==> src/verilog/ast_defs.svh <==
// register offsets, field positions, reset values and counts
`ifndef AST_DEFS_SVH
`define AST_DEFS_SVH
`define AST_OFF_TSC 12'h000
`define AST_OFF_RSC 12'h004
`define AST_OFF_TBUF 12'h008
`define AST_OFF_BAUD 12'h00C
`define AST_OFF_FLAGS 12'h010
`define AST_OFF_ENAB 12'h014
`define AST_B_TRANSMIT_NINTH_BIT 0
`define AST_B_SHIFT_EMPTY_STATUS 1
`define AST_B_HIGH_SPEED_SELECT 2
`define AST_B_SYNC 4
`define AST_B_TRANSMIT_ENABLE_BIT 5
`define AST_B_TX9 6
`define AST_B_SERIAL_PORT_ENABLE 7
`define AST_B_BUFFER_EMPTY_FLAG 4
`define AST_RST_REG 8'h00
`define AST_OS_LO 6'h3F
`define AST_OS_HI 6'h0F
`define AST_NB8 4'h7
`define AST_NB9 4'h8
`endif

==> src/verilog/ast_pkg.sv <==
// types shared by the asynchronous serial transmitter
package ast_pkg;
    typedef enum logic [4:0] {
        AST_IDLE = 5'h01,
        AST_LOAD = 5'h02,
        AST_START = 5'h04,
        AST_DATA = 5'h08,
        AST_STOP = 5'h10
    } ast_state_e;
    typedef struct packed {
        logic tx9;
        logic transmit_enable_bit;
        logic sync;
        logic high_speed_select;
        logic transmit_ninth_bit;
    } ast_cfg_s;
endpackage

==> src/verilog/ast_top.sv <==
// asynchronous serial transmitter with baud generator and apb registers
// Overview of operation
// - frame: start, eight or nine data, stop
// - data bits leave least significant first
// - eight-bit baud generator from oscillator
// - high speed select picks x16 or x64
// - transmitter independent, shares format and baud
// - no hardware parity; ninth bit carries it
// - sleep halts all serial operation
// - asynchronous mode while clocked mode bit zero
// - shift register reloads only after stop bit
// - one-cycle transfer sets buffer-empty flag
// - irq gated by enable, flag set regardless
// - flag ignores software clear; write clears
// - shift-empty status bit, read only, polled
// - shift register has no address
// - setting transmit enable sets buffer-empty flag
// - ninth bit field sent as ninth data bit
// - buffer write starts frame at idle shifter
//
// The address map and the APB slave port are this design's own decisions.
`timescale 1ns/100ps
`include "ast_defs.svh"
module ast_top (
    // clock and reset
    input wire logic core_clk_in,
    input wire logic resetn_in,
    // apb slave
    input wire logic psel_in,
    input wire logic penable_in,
    input wire logic pwrite_in,
    input wire logic [11:0] paddr_in,
    input wire logic [31:0] pwdata_in,
    output logic [31:0] prdata_out,
    output logic pready_out,
    output logic pslverr_out,
    // power state
    input wire logic sleep_in,
    // serial line and request
    output logic tx_out,
    output logic tx_irq_out
);
    import ast_pkg::*;

    ast_cfg_s cfg_q;
    logic serial_port_enable_q;
    logic [7:0] baud_q;
    logic [7:0] enab_q;
    logic [7:0] tbuf_q;
    logic tbuf_full_q;
    logic flag_q;
    ast_state_e state_q;
    logic [8:0] shift_q;
    logic [3:0] bit_cnt_q;
    logic [7:0] brg_cnt_q;
    logic [5:0] os_cnt_q;
    logic bit_tick;
    logic run;
    logic wr_en;
    logic setup;
    logic mapped;
    logic [7:0] rd_byte;
    logic xfer;
    logic wr_tbuf;
    logic transmit_enable_bit_rise;

    // apb decode
    assign setup = psel_in && !penable_in && !pready_out;
    assign wr_en = psel_in && penable_in && pready_out && pwrite_in;
    assign wr_tbuf = wr_en && (paddr_in == `AST_OFF_TBUF);

    always_comb begin
        mapped = 1'b1;
        rd_byte = `AST_RST_REG;
        case (paddr_in)
            `AST_OFF_TSC: begin
                rd_byte[`AST_B_TX9] = cfg_q.tx9;
                rd_byte[`AST_B_TRANSMIT_ENABLE_BIT] = cfg_q.transmit_enable_bit;
                rd_byte[`AST_B_SYNC] = cfg_q.sync;
                rd_byte[`AST_B_HIGH_SPEED_SELECT] = cfg_q.high_speed_select;
                rd_byte[`AST_B_SHIFT_EMPTY_STATUS] = (state_q == AST_IDLE);
                rd_byte[`AST_B_TRANSMIT_NINTH_BIT] = cfg_q.transmit_ninth_bit;
            end
            `AST_OFF_RSC: rd_byte[`AST_B_SERIAL_PORT_ENABLE] = serial_port_enable_q;
            `AST_OFF_TBUF: rd_byte = tbuf_q;
            `AST_OFF_BAUD: rd_byte = baud_q;
            `AST_OFF_FLAGS: rd_byte[`AST_B_BUFFER_EMPTY_FLAG] = flag_q;
            `AST_OFF_ENAB: rd_byte = enab_q;
            default: mapped = 1'b0;
        endcase
    end

    // answer one cycle after setup
    always_ff @(posedge core_clk_in or negedge resetn_in) begin
        if (!resetn_in) begin
            pready_out <= 1'b0;
            prdata_out <= 32'h0000_0000;
            pslverr_out <= 1'b0;
        end else begin
            pready_out <= setup;
            if (setup) begin
                prdata_out <= {24'h00_0000, rd_byte};
                pslverr_out <= !mapped;
            end
        end
    end

    // software registers
    always_ff @(posedge core_clk_in or negedge resetn_in) begin
        if (!resetn_in) begin
            cfg_q <= '0;
            serial_port_enable_q <= 1'b0;
            baud_q <= `AST_RST_REG;
            enab_q <= `AST_RST_REG;
        end else if (wr_en) begin
            case (paddr_in)
                `AST_OFF_TSC: begin
                    cfg_q.tx9 <= pwdata_in[`AST_B_TX9];
                    cfg_q.transmit_enable_bit <= pwdata_in[`AST_B_TRANSMIT_ENABLE_BIT];
                    cfg_q.sync <= pwdata_in[`AST_B_SYNC];
                    cfg_q.high_speed_select <= pwdata_in[`AST_B_HIGH_SPEED_SELECT];
                    cfg_q.transmit_ninth_bit <= pwdata_in[`AST_B_TRANSMIT_NINTH_BIT];
                end
                `AST_OFF_RSC: serial_port_enable_q <= pwdata_in[`AST_B_SERIAL_PORT_ENABLE];
                `AST_OFF_BAUD: baud_q <= pwdata_in[7:0];
                `AST_OFF_ENAB: enab_q <= pwdata_in[7:0];
                default: ;
            endcase
        end
    end

    assign transmit_enable_bit_rise = wr_en && (paddr_in == `AST_OFF_TSC) &&
        pwdata_in[`AST_B_TRANSMIT_ENABLE_BIT] && !cfg_q.transmit_enable_bit;

    // port runs only when enabled, asynchronous and awake
    assign run = serial_port_enable_q && cfg_q.transmit_enable_bit && !cfg_q.sync && !sleep_in;
    assign xfer = run && (state_q == AST_IDLE) && tbuf_full_q;

    // transmit buffer
    always_ff @(posedge core_clk_in or negedge resetn_in) begin
        if (!resetn_in) begin
            tbuf_q <= `AST_RST_REG;
            tbuf_full_q <= 1'b0;
        end else begin
            if (wr_tbuf) begin
                tbuf_q <= pwdata_in[7:0];
                tbuf_full_q <= 1'b1;
            end else if (xfer) begin
                tbuf_full_q <= 1'b0;
            end
        end
    end

    // buffer-empty flag; software writes to it are ignored
    always_ff @(posedge core_clk_in or negedge resetn_in) begin
        if (!resetn_in) begin
            flag_q <= 1'b0;
        end else if (wr_tbuf) begin
            flag_q <= 1'b0;
        end else if (xfer || transmit_enable_bit_rise) begin
            flag_q <= 1'b1;
        end
    end

    // request gated by enable, flag itself unaffected
    always_ff @(posedge core_clk_in or negedge resetn_in) begin
        if (!resetn_in) begin
            tx_irq_out <= 1'b0;
        end else begin
            tx_irq_out <= flag_q && enab_q[`AST_B_BUFFER_EMPTY_FLAG];
        end
    end

    // baud generator, restarted while the shifter idles
    assign bit_tick = run && (brg_cnt_q == 8'h00) &&
        (os_cnt_q == 6'h00);

    always_ff @(posedge core_clk_in or negedge resetn_in) begin
        if (!resetn_in) begin
            brg_cnt_q <= 8'h00;
            os_cnt_q <= 6'h00;
        end else if (state_q == AST_IDLE || state_q == AST_LOAD) begin
            brg_cnt_q <= baud_q;
            os_cnt_q <= cfg_q.high_speed_select ? `AST_OS_HI : `AST_OS_LO;
        end else if (run) begin
            if (brg_cnt_q == 8'h00) begin
                brg_cnt_q <= baud_q;
                if (os_cnt_q == 6'h00) begin
                    os_cnt_q <= cfg_q.high_speed_select ? `AST_OS_HI : `AST_OS_LO;
                end else begin
                    os_cnt_q <= os_cnt_q - 6'h01;
                end
            end else begin
                brg_cnt_q <= brg_cnt_q - 8'h01;
            end
        end
    end

    // frame sequencer; frozen in sleep unless the serial port enable is cleared
    always_ff @(posedge core_clk_in or negedge resetn_in) begin
        if (!resetn_in) begin
            state_q <= AST_IDLE;
            shift_q <= 9'h1FF;
            bit_cnt_q <= 4'h0;
            tx_out <= 1'b1;
        end else if (!serial_port_enable_q) begin
            state_q <= AST_IDLE;
            tx_out <= 1'b1;
        end else if (!sleep_in) begin
            case (state_q)
                AST_IDLE: begin
                    tx_out <= 1'b1;
                    if (xfer) begin
                        shift_q <= {cfg_q.transmit_ninth_bit, tbuf_q};
                        state_q <= AST_LOAD;
                    end
                end
                AST_LOAD: begin
                    tx_out <= 1'b0;
                    bit_cnt_q <= cfg_q.tx9 ? `AST_NB9 : `AST_NB8;
                    state_q <= AST_START;
                end
                AST_START: begin
                    if (bit_tick) begin
                        tx_out <= shift_q[0];
                        shift_q <= {1'b1, shift_q[8:1]};
                        state_q <= AST_DATA;
                    end
                end
                AST_DATA: begin
                    if (bit_tick) begin
                        if (bit_cnt_q == 4'h0) begin
                            tx_out <= 1'b1;
                            state_q <= AST_STOP;
                        end else begin
                            tx_out <= shift_q[0];
                            shift_q <= {1'b1, shift_q[8:1]};
                            bit_cnt_q <= bit_cnt_q - 4'h1;
                        end
                    end
                end
                AST_STOP: begin
                    if (bit_tick) begin
                        state_q <= AST_IDLE;
                    end
                end
                default: state_q <= AST_IDLE;
            endcase
        end
    end

    // checks
    // helper: cycles since the last bit tick, for period checks
    logic [15:0] gap_q;
    logic steady_q;
    logic in_frame;
    logic [5:0] os_max;
    logic [15:0] period_m1;

    assign in_frame = (state_q == AST_START) || (state_q == AST_DATA) ||
        (state_q == AST_STOP);
    assign os_max = cfg_q.high_speed_select ? `AST_OS_HI : `AST_OS_LO;
    assign period_m1 = ({8'h00, baud_q} + 16'h0001) *
        ({10'h000, os_max} + 16'h0001) - 16'h0001;

    always_ff @(posedge core_clk_in or negedge resetn_in) begin
        if (!resetn_in) begin
            gap_q <= 16'h0000;
        end else if (state_q == AST_LOAD || bit_tick) begin
            gap_q <= 16'h0000;
        end else if (run && in_frame) begin
            gap_q <= gap_q + 16'h0001;
        end
    end

    always_ff @(posedge core_clk_in or negedge resetn_in) begin
        if (!resetn_in) begin
            steady_q <= 1'b0;
        end else if (wr_en && (paddr_in == `AST_OFF_BAUD ||
                paddr_in == `AST_OFF_TSC)) begin
            steady_q <= 1'b0;
        end else if (state_q == AST_LOAD) begin
            steady_q <= 1'b1;
        end
    end
endmodule
==> config.mk <==
export PLATFORM = sky130hd
export DESIGN_NAME = ast_top
export DESIGN_NICKNAME = d
export VERILOG_FILES = /design/src/verilog/ast_pkg.sv /design/src/verilog/ast_top.sv
export VERILOG_INCLUDE_DIRS = /design/src /design/src/verilog
export SDC_FILE = /design/constraint.sdc
export NUM_CORES = 1
export LEC_CHECK = 0
export BUFFER_PORTS_ARGS = -buffer_cell sky130_fd_sc_hd__buf_2
export CORE_MARGIN = 3
export CORE_UTILIZATION = 40
export CTS_CLUSTER_DIAMETER = 120
export DETAILED_ROUTE_END_ITERATION = 10
export PLACE_DENSITY = 0.76
export SYNTH_ARGS = -nofsm -noshare
export SYNTH_HDL_FRONTEND = slang
export SYNTH_SLANG_ARGS = --single-unit
==> constraint.sdc <==
create_clock -name core_clk_in -period 2.62 [get_ports core_clk_in]
set_input_delay 0.131 -clock core_clk_in [delete_from_list [all_inputs] [get_ports core_clk_in]]
set_output_delay 0.131 -clock core_clk_in [all_outputs]
set_load 0.01 [all_outputs]
# Yosys cells after proc, flatten, opt, wreduce, memory -nomap -nowiden

Cells that the tools add are included.
Widths: inputs -> output; s select.

Equal/unequal tests: 21
Bitwise gates (word level): 1
$add $sub $neg: 3
Multiplexer cells: 41
Reduce and logical (&&, ||, !) cells: 45

Operators by type and width:

| cell                | number |
|---|---|
| $mux 9              | 4 |
| $mux 5              | 7 |
| $mux 6              | 5 |
| $pmux 9 s3          | 1 |
| $pmux 5 s5          | 1 |
| $eq 12x4->1 const B | 2 |
| $eq 12x5->1 const B | 2 |
| $mux 8              | 3 |
| $logic_and 1x1->1   | 17 |
| $ne 3x3->1 const B  | 5 |
| $eq 12x3->1 const B | 1 |
| $logic_not 12->1    | 1 |
| $mux 4              | 3 |
| $pmux 3 s4          | 1 |
| $mux 1              | 10 |
| $ne 2x2->1 const B  | 5 |
| $reduce_and 2->1    | 5 |
| $reduce_bool 2->1   | 5 |
| $logic_not 8->1     | 1 |
| $pmux 1 s4          | 2 |
| $pmux 2 s4          | 1 |
| $pmux 4 s2          | 1 |
| $sub 8x1->8 const B | 1 |
| $reduce_and 7->1    | 1 |
| other kinds (20)    | 26 |

Output and inout port bits: 36
Bits in registers: 76

# Longest topological paths before layout

Word-level depth: 9
Depth in mapped cells: 8
Depth with buffers taken out: 7

# Least setup slack after synthesis

Ideal clock, no wire load.

Path kind: register to register
Start: register brg_cnt_q[0]
End: register bit_cnt_q[1]
Data arrival time: 2.403 ns
Path slack: 0.090 ns
Stages on the path, launching flop included: 8
Required time: 2.493 ns
Path buffers: 0
Path through: dfrtp_1 -> inv_1 -> ha_1 -> or4b_4 -> or4_4 -> o31ai_4 -> and2_2 -> mux2_1

Cells in the longest elaborated chain, start to end: 5

RTL lines:

| item                           | RTL line       | text |
|---|---|---|
| start, declared                | ast_top.sv:55  | `logic [7:0] brg_cnt_q;` |
| start signal, assigned         | ast_top.sv:183 | `brg_cnt_q <= baud_q;` |
| start signal, assigned         | ast_top.sv:187 | `brg_cnt_q <= baud_q;` |
| start signal, assigned         | ast_top.sv:194 | `brg_cnt_q <= brg_cnt_q - 8'h01;` |
| $logic_not 8->1                | ast_top.sv:175 | `assign bit_tick = run && (brg_cnt_q == 8'h00) &&` |
| $logic_and 1x1->1 (2 in a row) | ast_top.sv:175 |  |
| $ne 2x2->1 (no line)           | --             |  |
| $reduce_and 5->1 (no line)     | --             |  |
| end signal, assigned           | ast_top.sv:220 | `` bit_cnt_q <= cfg_q.tx9 ? `AST_NB9 : `AST_NB8; `` |
| end signal, assigned           | ast_top.sv:238 | `bit_cnt_q <= bit_cnt_q - 4'h1;` |
| end, declared                  | ast_top.sv:54  | `logic [3:0] bit_cnt_q;` |

Every way passes these cells.
A chain may end at the register's enable or synchronous reset.

# Worst setup path after layout

Start: register brg_cnt_q[1]
End: register bit_cnt_q[1]

Same word-level chain as after synthesis.

==> results.cfg <==
[clock_network]
clk_path_buf_depth = 2
htreeDepth = 3
root_buffer = clkbuf_8
numCtsBuffers = 9
clk_pin_slew_ns = 0.09
clk_latency_ns = 0.35
cts_sinks = 76
cts_tree = yes

[synth]
yosysUniqueCellTypes = 65
postSynthAreaPerCell_sq_um = 10.1
synth_top_family_by_area = simple AND/OR/NAND/NOR gates
synth_simple_gate_area_share_pct = 16.3
synth_ff_type = dfrtp_1
synth_compound_area_share_pct = 16.2
seq_area_frac_synth_pct = 45.2
synth_xor_area_share_pct = 0.620
muxShareOfSynthArea_pct = 13.0
netlist_area_sq_um = 4240
postSynthCellCount = 421
synth_edf_count = 0
ys_async_sr_fraction_pct = 100
ys_ff_latch = 76
synth_fa_ha_area_share_pct = 1.18
ys_warn_count = 0

[outcome]
status = finished, final reports clean

[routing]
wl_mm = 9.49
drt_iter0_drc = 133
wl_met3_um = 504
drc = 0
via_count = 3303
final_antenna_net_count = 0
firstDrtPassIters = 4
routedWlPerCell_um = 15.8
dr.max_layer_used = met4
routed_via_density = 5.51
wl_met2_mm = 4.54
wl_met1_mm = 4.19

[sta]
hold_violations = 0
worst_clock_skew_ns = 0.00662
setup_viol = 0
fin_crit_ns = 2.52
slew_headroom_pct = 36.9
tns_ns = 0
tightestPinTransition_ns = 0.947
rsz0062_at_grt = false
period_share_pct = 96.2
fmax_ghz = 0.397
drv_slew = 0

[pwr]
power.switching_uw = 546
p_clk_share_pct = 41.9
power_frac_comb_pct = 4.7
pwr-share-seq_pct = 53.5
power.leakage_nw = 2.15
power_density_nw_per_um2 = 464
power.internal_mw = 1.66
ir_worst_vdd_mv = 0.375
netSwitchingFraction_pct = 24.8

[floorplan]
core_area_sq_um = 10000
die_h_um = 109
die-area_sq_um = 11900
ios = 86
rows = 36
die_w_um = 109
initial_core_util_pct = 42.2

[worst_hold_path]
hold_depth = 2
min_to = tbuf_q[3]
hp-start = pwdata_in[3]
hp-class = in -> reg

[worst_setup_path]
path_max_fanout = 4
rr_startpoint = brg_cnt_q[1]
r2r_cells = 7
cp.required_ns = 2.85
cp-start-kind = flip-flop
r2r_slack_ns = 0.10
worstReg2RegEnd = bit_cnt_q[1]
crit_type = reg -> reg
end_kind = flip-flop
crit_arrival_ns = 2.75

[layout]
stdcell_count = 599
layout-drive-gt1-share_pct = 28.8
post-route-util_pct = 47.2
area_growth_pct = 12.0
fillers = 909
antenna_cells = 0
fin_nets = 515

[placed_design]
gp_congestion = 0.828
portBuffers = 37
dp_cells = 580
dp_hpwl_mm = 6.80

[global_routing]
first_global_vias = 3324
grt_antenna_before_repair = 0
grt_overflow = 0
grt_max_degree = 77
grt_pass1_wl_mm = 16.2
gr-usage-all-layers_pct = 17.4

[flow_run]
maxCapViolations = 0
what timing repair did:
action / CTS / global route
pin swaps: 1 / 2
gates resized for setup: 3 / 3
hold buffers: 1 / 0
hold endpoints to repair: 65 / 0
setup buffers: 2 / 0
endpoints found under the setup margin: 2 / 6
state kept, by name, indices dropped and copies added (netlist names), 6 cells and up:
signal	cells
tbuf_q	8
baud_q	8
shift_q	9
enab_q	8
os_cnt_q	6
brg_cnt_q	8
prdata_out	8
critical path: stages, from the launching register on:
cell and delay, ns:
dfrtp_1 0.40, inv_2 0.09, ha_4 0.14, or4b_4 0.49, or4_4 0.55, o31ai_4 0.22, and2_4 0.19, mux2_1 0.31
worst max-delay path by stage:
stage / to / slack [ns] / from
floorplan: bit_cnt_q[1] / 0.09 / brg_cnt_q[0]
global placement: bit_cnt_q[1] / 0.07 / brg_cnt_q[0]
detailed placement: bit_cnt_q[1] / 0.009 / brg_cnt_q[0]
CTS: bit_cnt_q[1] / 0.02 / brg_cnt_q[0]
global route: bit_cnt_q[0] / 0.01 / brg_cnt_q[1]
finish: bit_cnt_q[1] / 0.10 / brg_cnt_q[1]
final cells by class:
class	instances	area, sq um	area share, %
clock buffers	9	124	2.61
clock inverters	7	81.3	1.71
inverters	12	45.0	0.950
multi-input cells	311	2120	44.6
flip-flops and latches	76	1920	40.4
well taps	133	166	3.51
repair buffers	51	295	6.23
power by group through the flow:
stage | Sequential [mW] | Clock [mW] | Combinational (mW)
after global placement | 1.20 | 0 | 0.100
final | 1.18 | 0.922 | 0.103
after global routing | 1.18 | 1.00 | 0.117
after detailed placement | 1.20 | 0 | 0.102
after floorplan | 1.20 | 0 | 0.0707
after CTS | 1.18 | 0.950 | 0.104
per-stage QoR:
stage	power (mW)	hold slack (ns)	setup slack (ns)	area (sq um)
2_1_floorplan	1.27	-0.165	0.0898	4320
3_3_place_gp	1.30	0.339	0.0739	4490
3_5_place_dp	1.30	0.344	0.00936	4490
4_1_cts	2.23	0.0228	0.0218	4730
6_report	2.20	0.0372	0.101	4740
5_1_grt	2.30	0.0314	0.0116	4740
Yosys cell counts, types with 7 or more instances:
master | number | area [sq um]
nand2b_1 | 7 | 43.8
nor3_1 | 16 | 80.1
or3_1 | 7 | 43.8
clkbuf_1 | 14 | 52.6
nand2_1 | 46 | 173
mux2i_1 | 9 | 90.1
o21ai_0 | 20 | 100
a31oi_1 | 9 | 56.3
dfrtp_1 | 65 | 1630
a21oi_1 | 17 | 85.1
mux2_2 | 40 | 450
nor2_1 | 20 | 75.1
inv_1 | 12 | 45.0
dfstp_2 | 11 | 289
nand3_1 | 8 | 40.0
buf_4 | 24 | 180
o22a_1 | 10 | 87.6
metal layers:
layer / global-route usage [%] / up-vias
met1: 22.7 / 1598
met3: 2.90 / 21
met2: 28.3 / 130
met5: 0 / -
li1: - / 1554
met4: 7.94 / 0
kinds of logic after synthesis:
family | count (synthesis)
simple gates | 133
flops | 76
other cells | 1
compound gates | 97
fa+ha+maj | 4
buf+inv | 57
xor+xnor | 3
mux | 50
layout by cell type, fill, tap and decap left out, drive strengths merged, types with 3 or more instances in the layout:
master	netlist	routed
dfrtp	65	65
buf	31	50
nand2	46	46
mux2	41	41
conb	1	24
nor2	21	21
o21ai	21	21
a21oi	17	17
nor3	17	17
inv	12	15
dfstp	11	11
o22a	10	10
mux2i	9	9
clkbuf	14	9
a31oi	9	9
nand3	9	9
or3	7	7
nand2b	7	7
a22oi	6	6
and2	6	6
o31ai	5	5
o21a	4	4
ha	4	4
nor2b	3	3
nor3b	3	3
a211oi	3	3
or2	3	3
o32ai	3	3
o22ai	3	3
clkinvlp	0	3
o2bb2ai	3	3
Power figures use the tool's default switching activity.
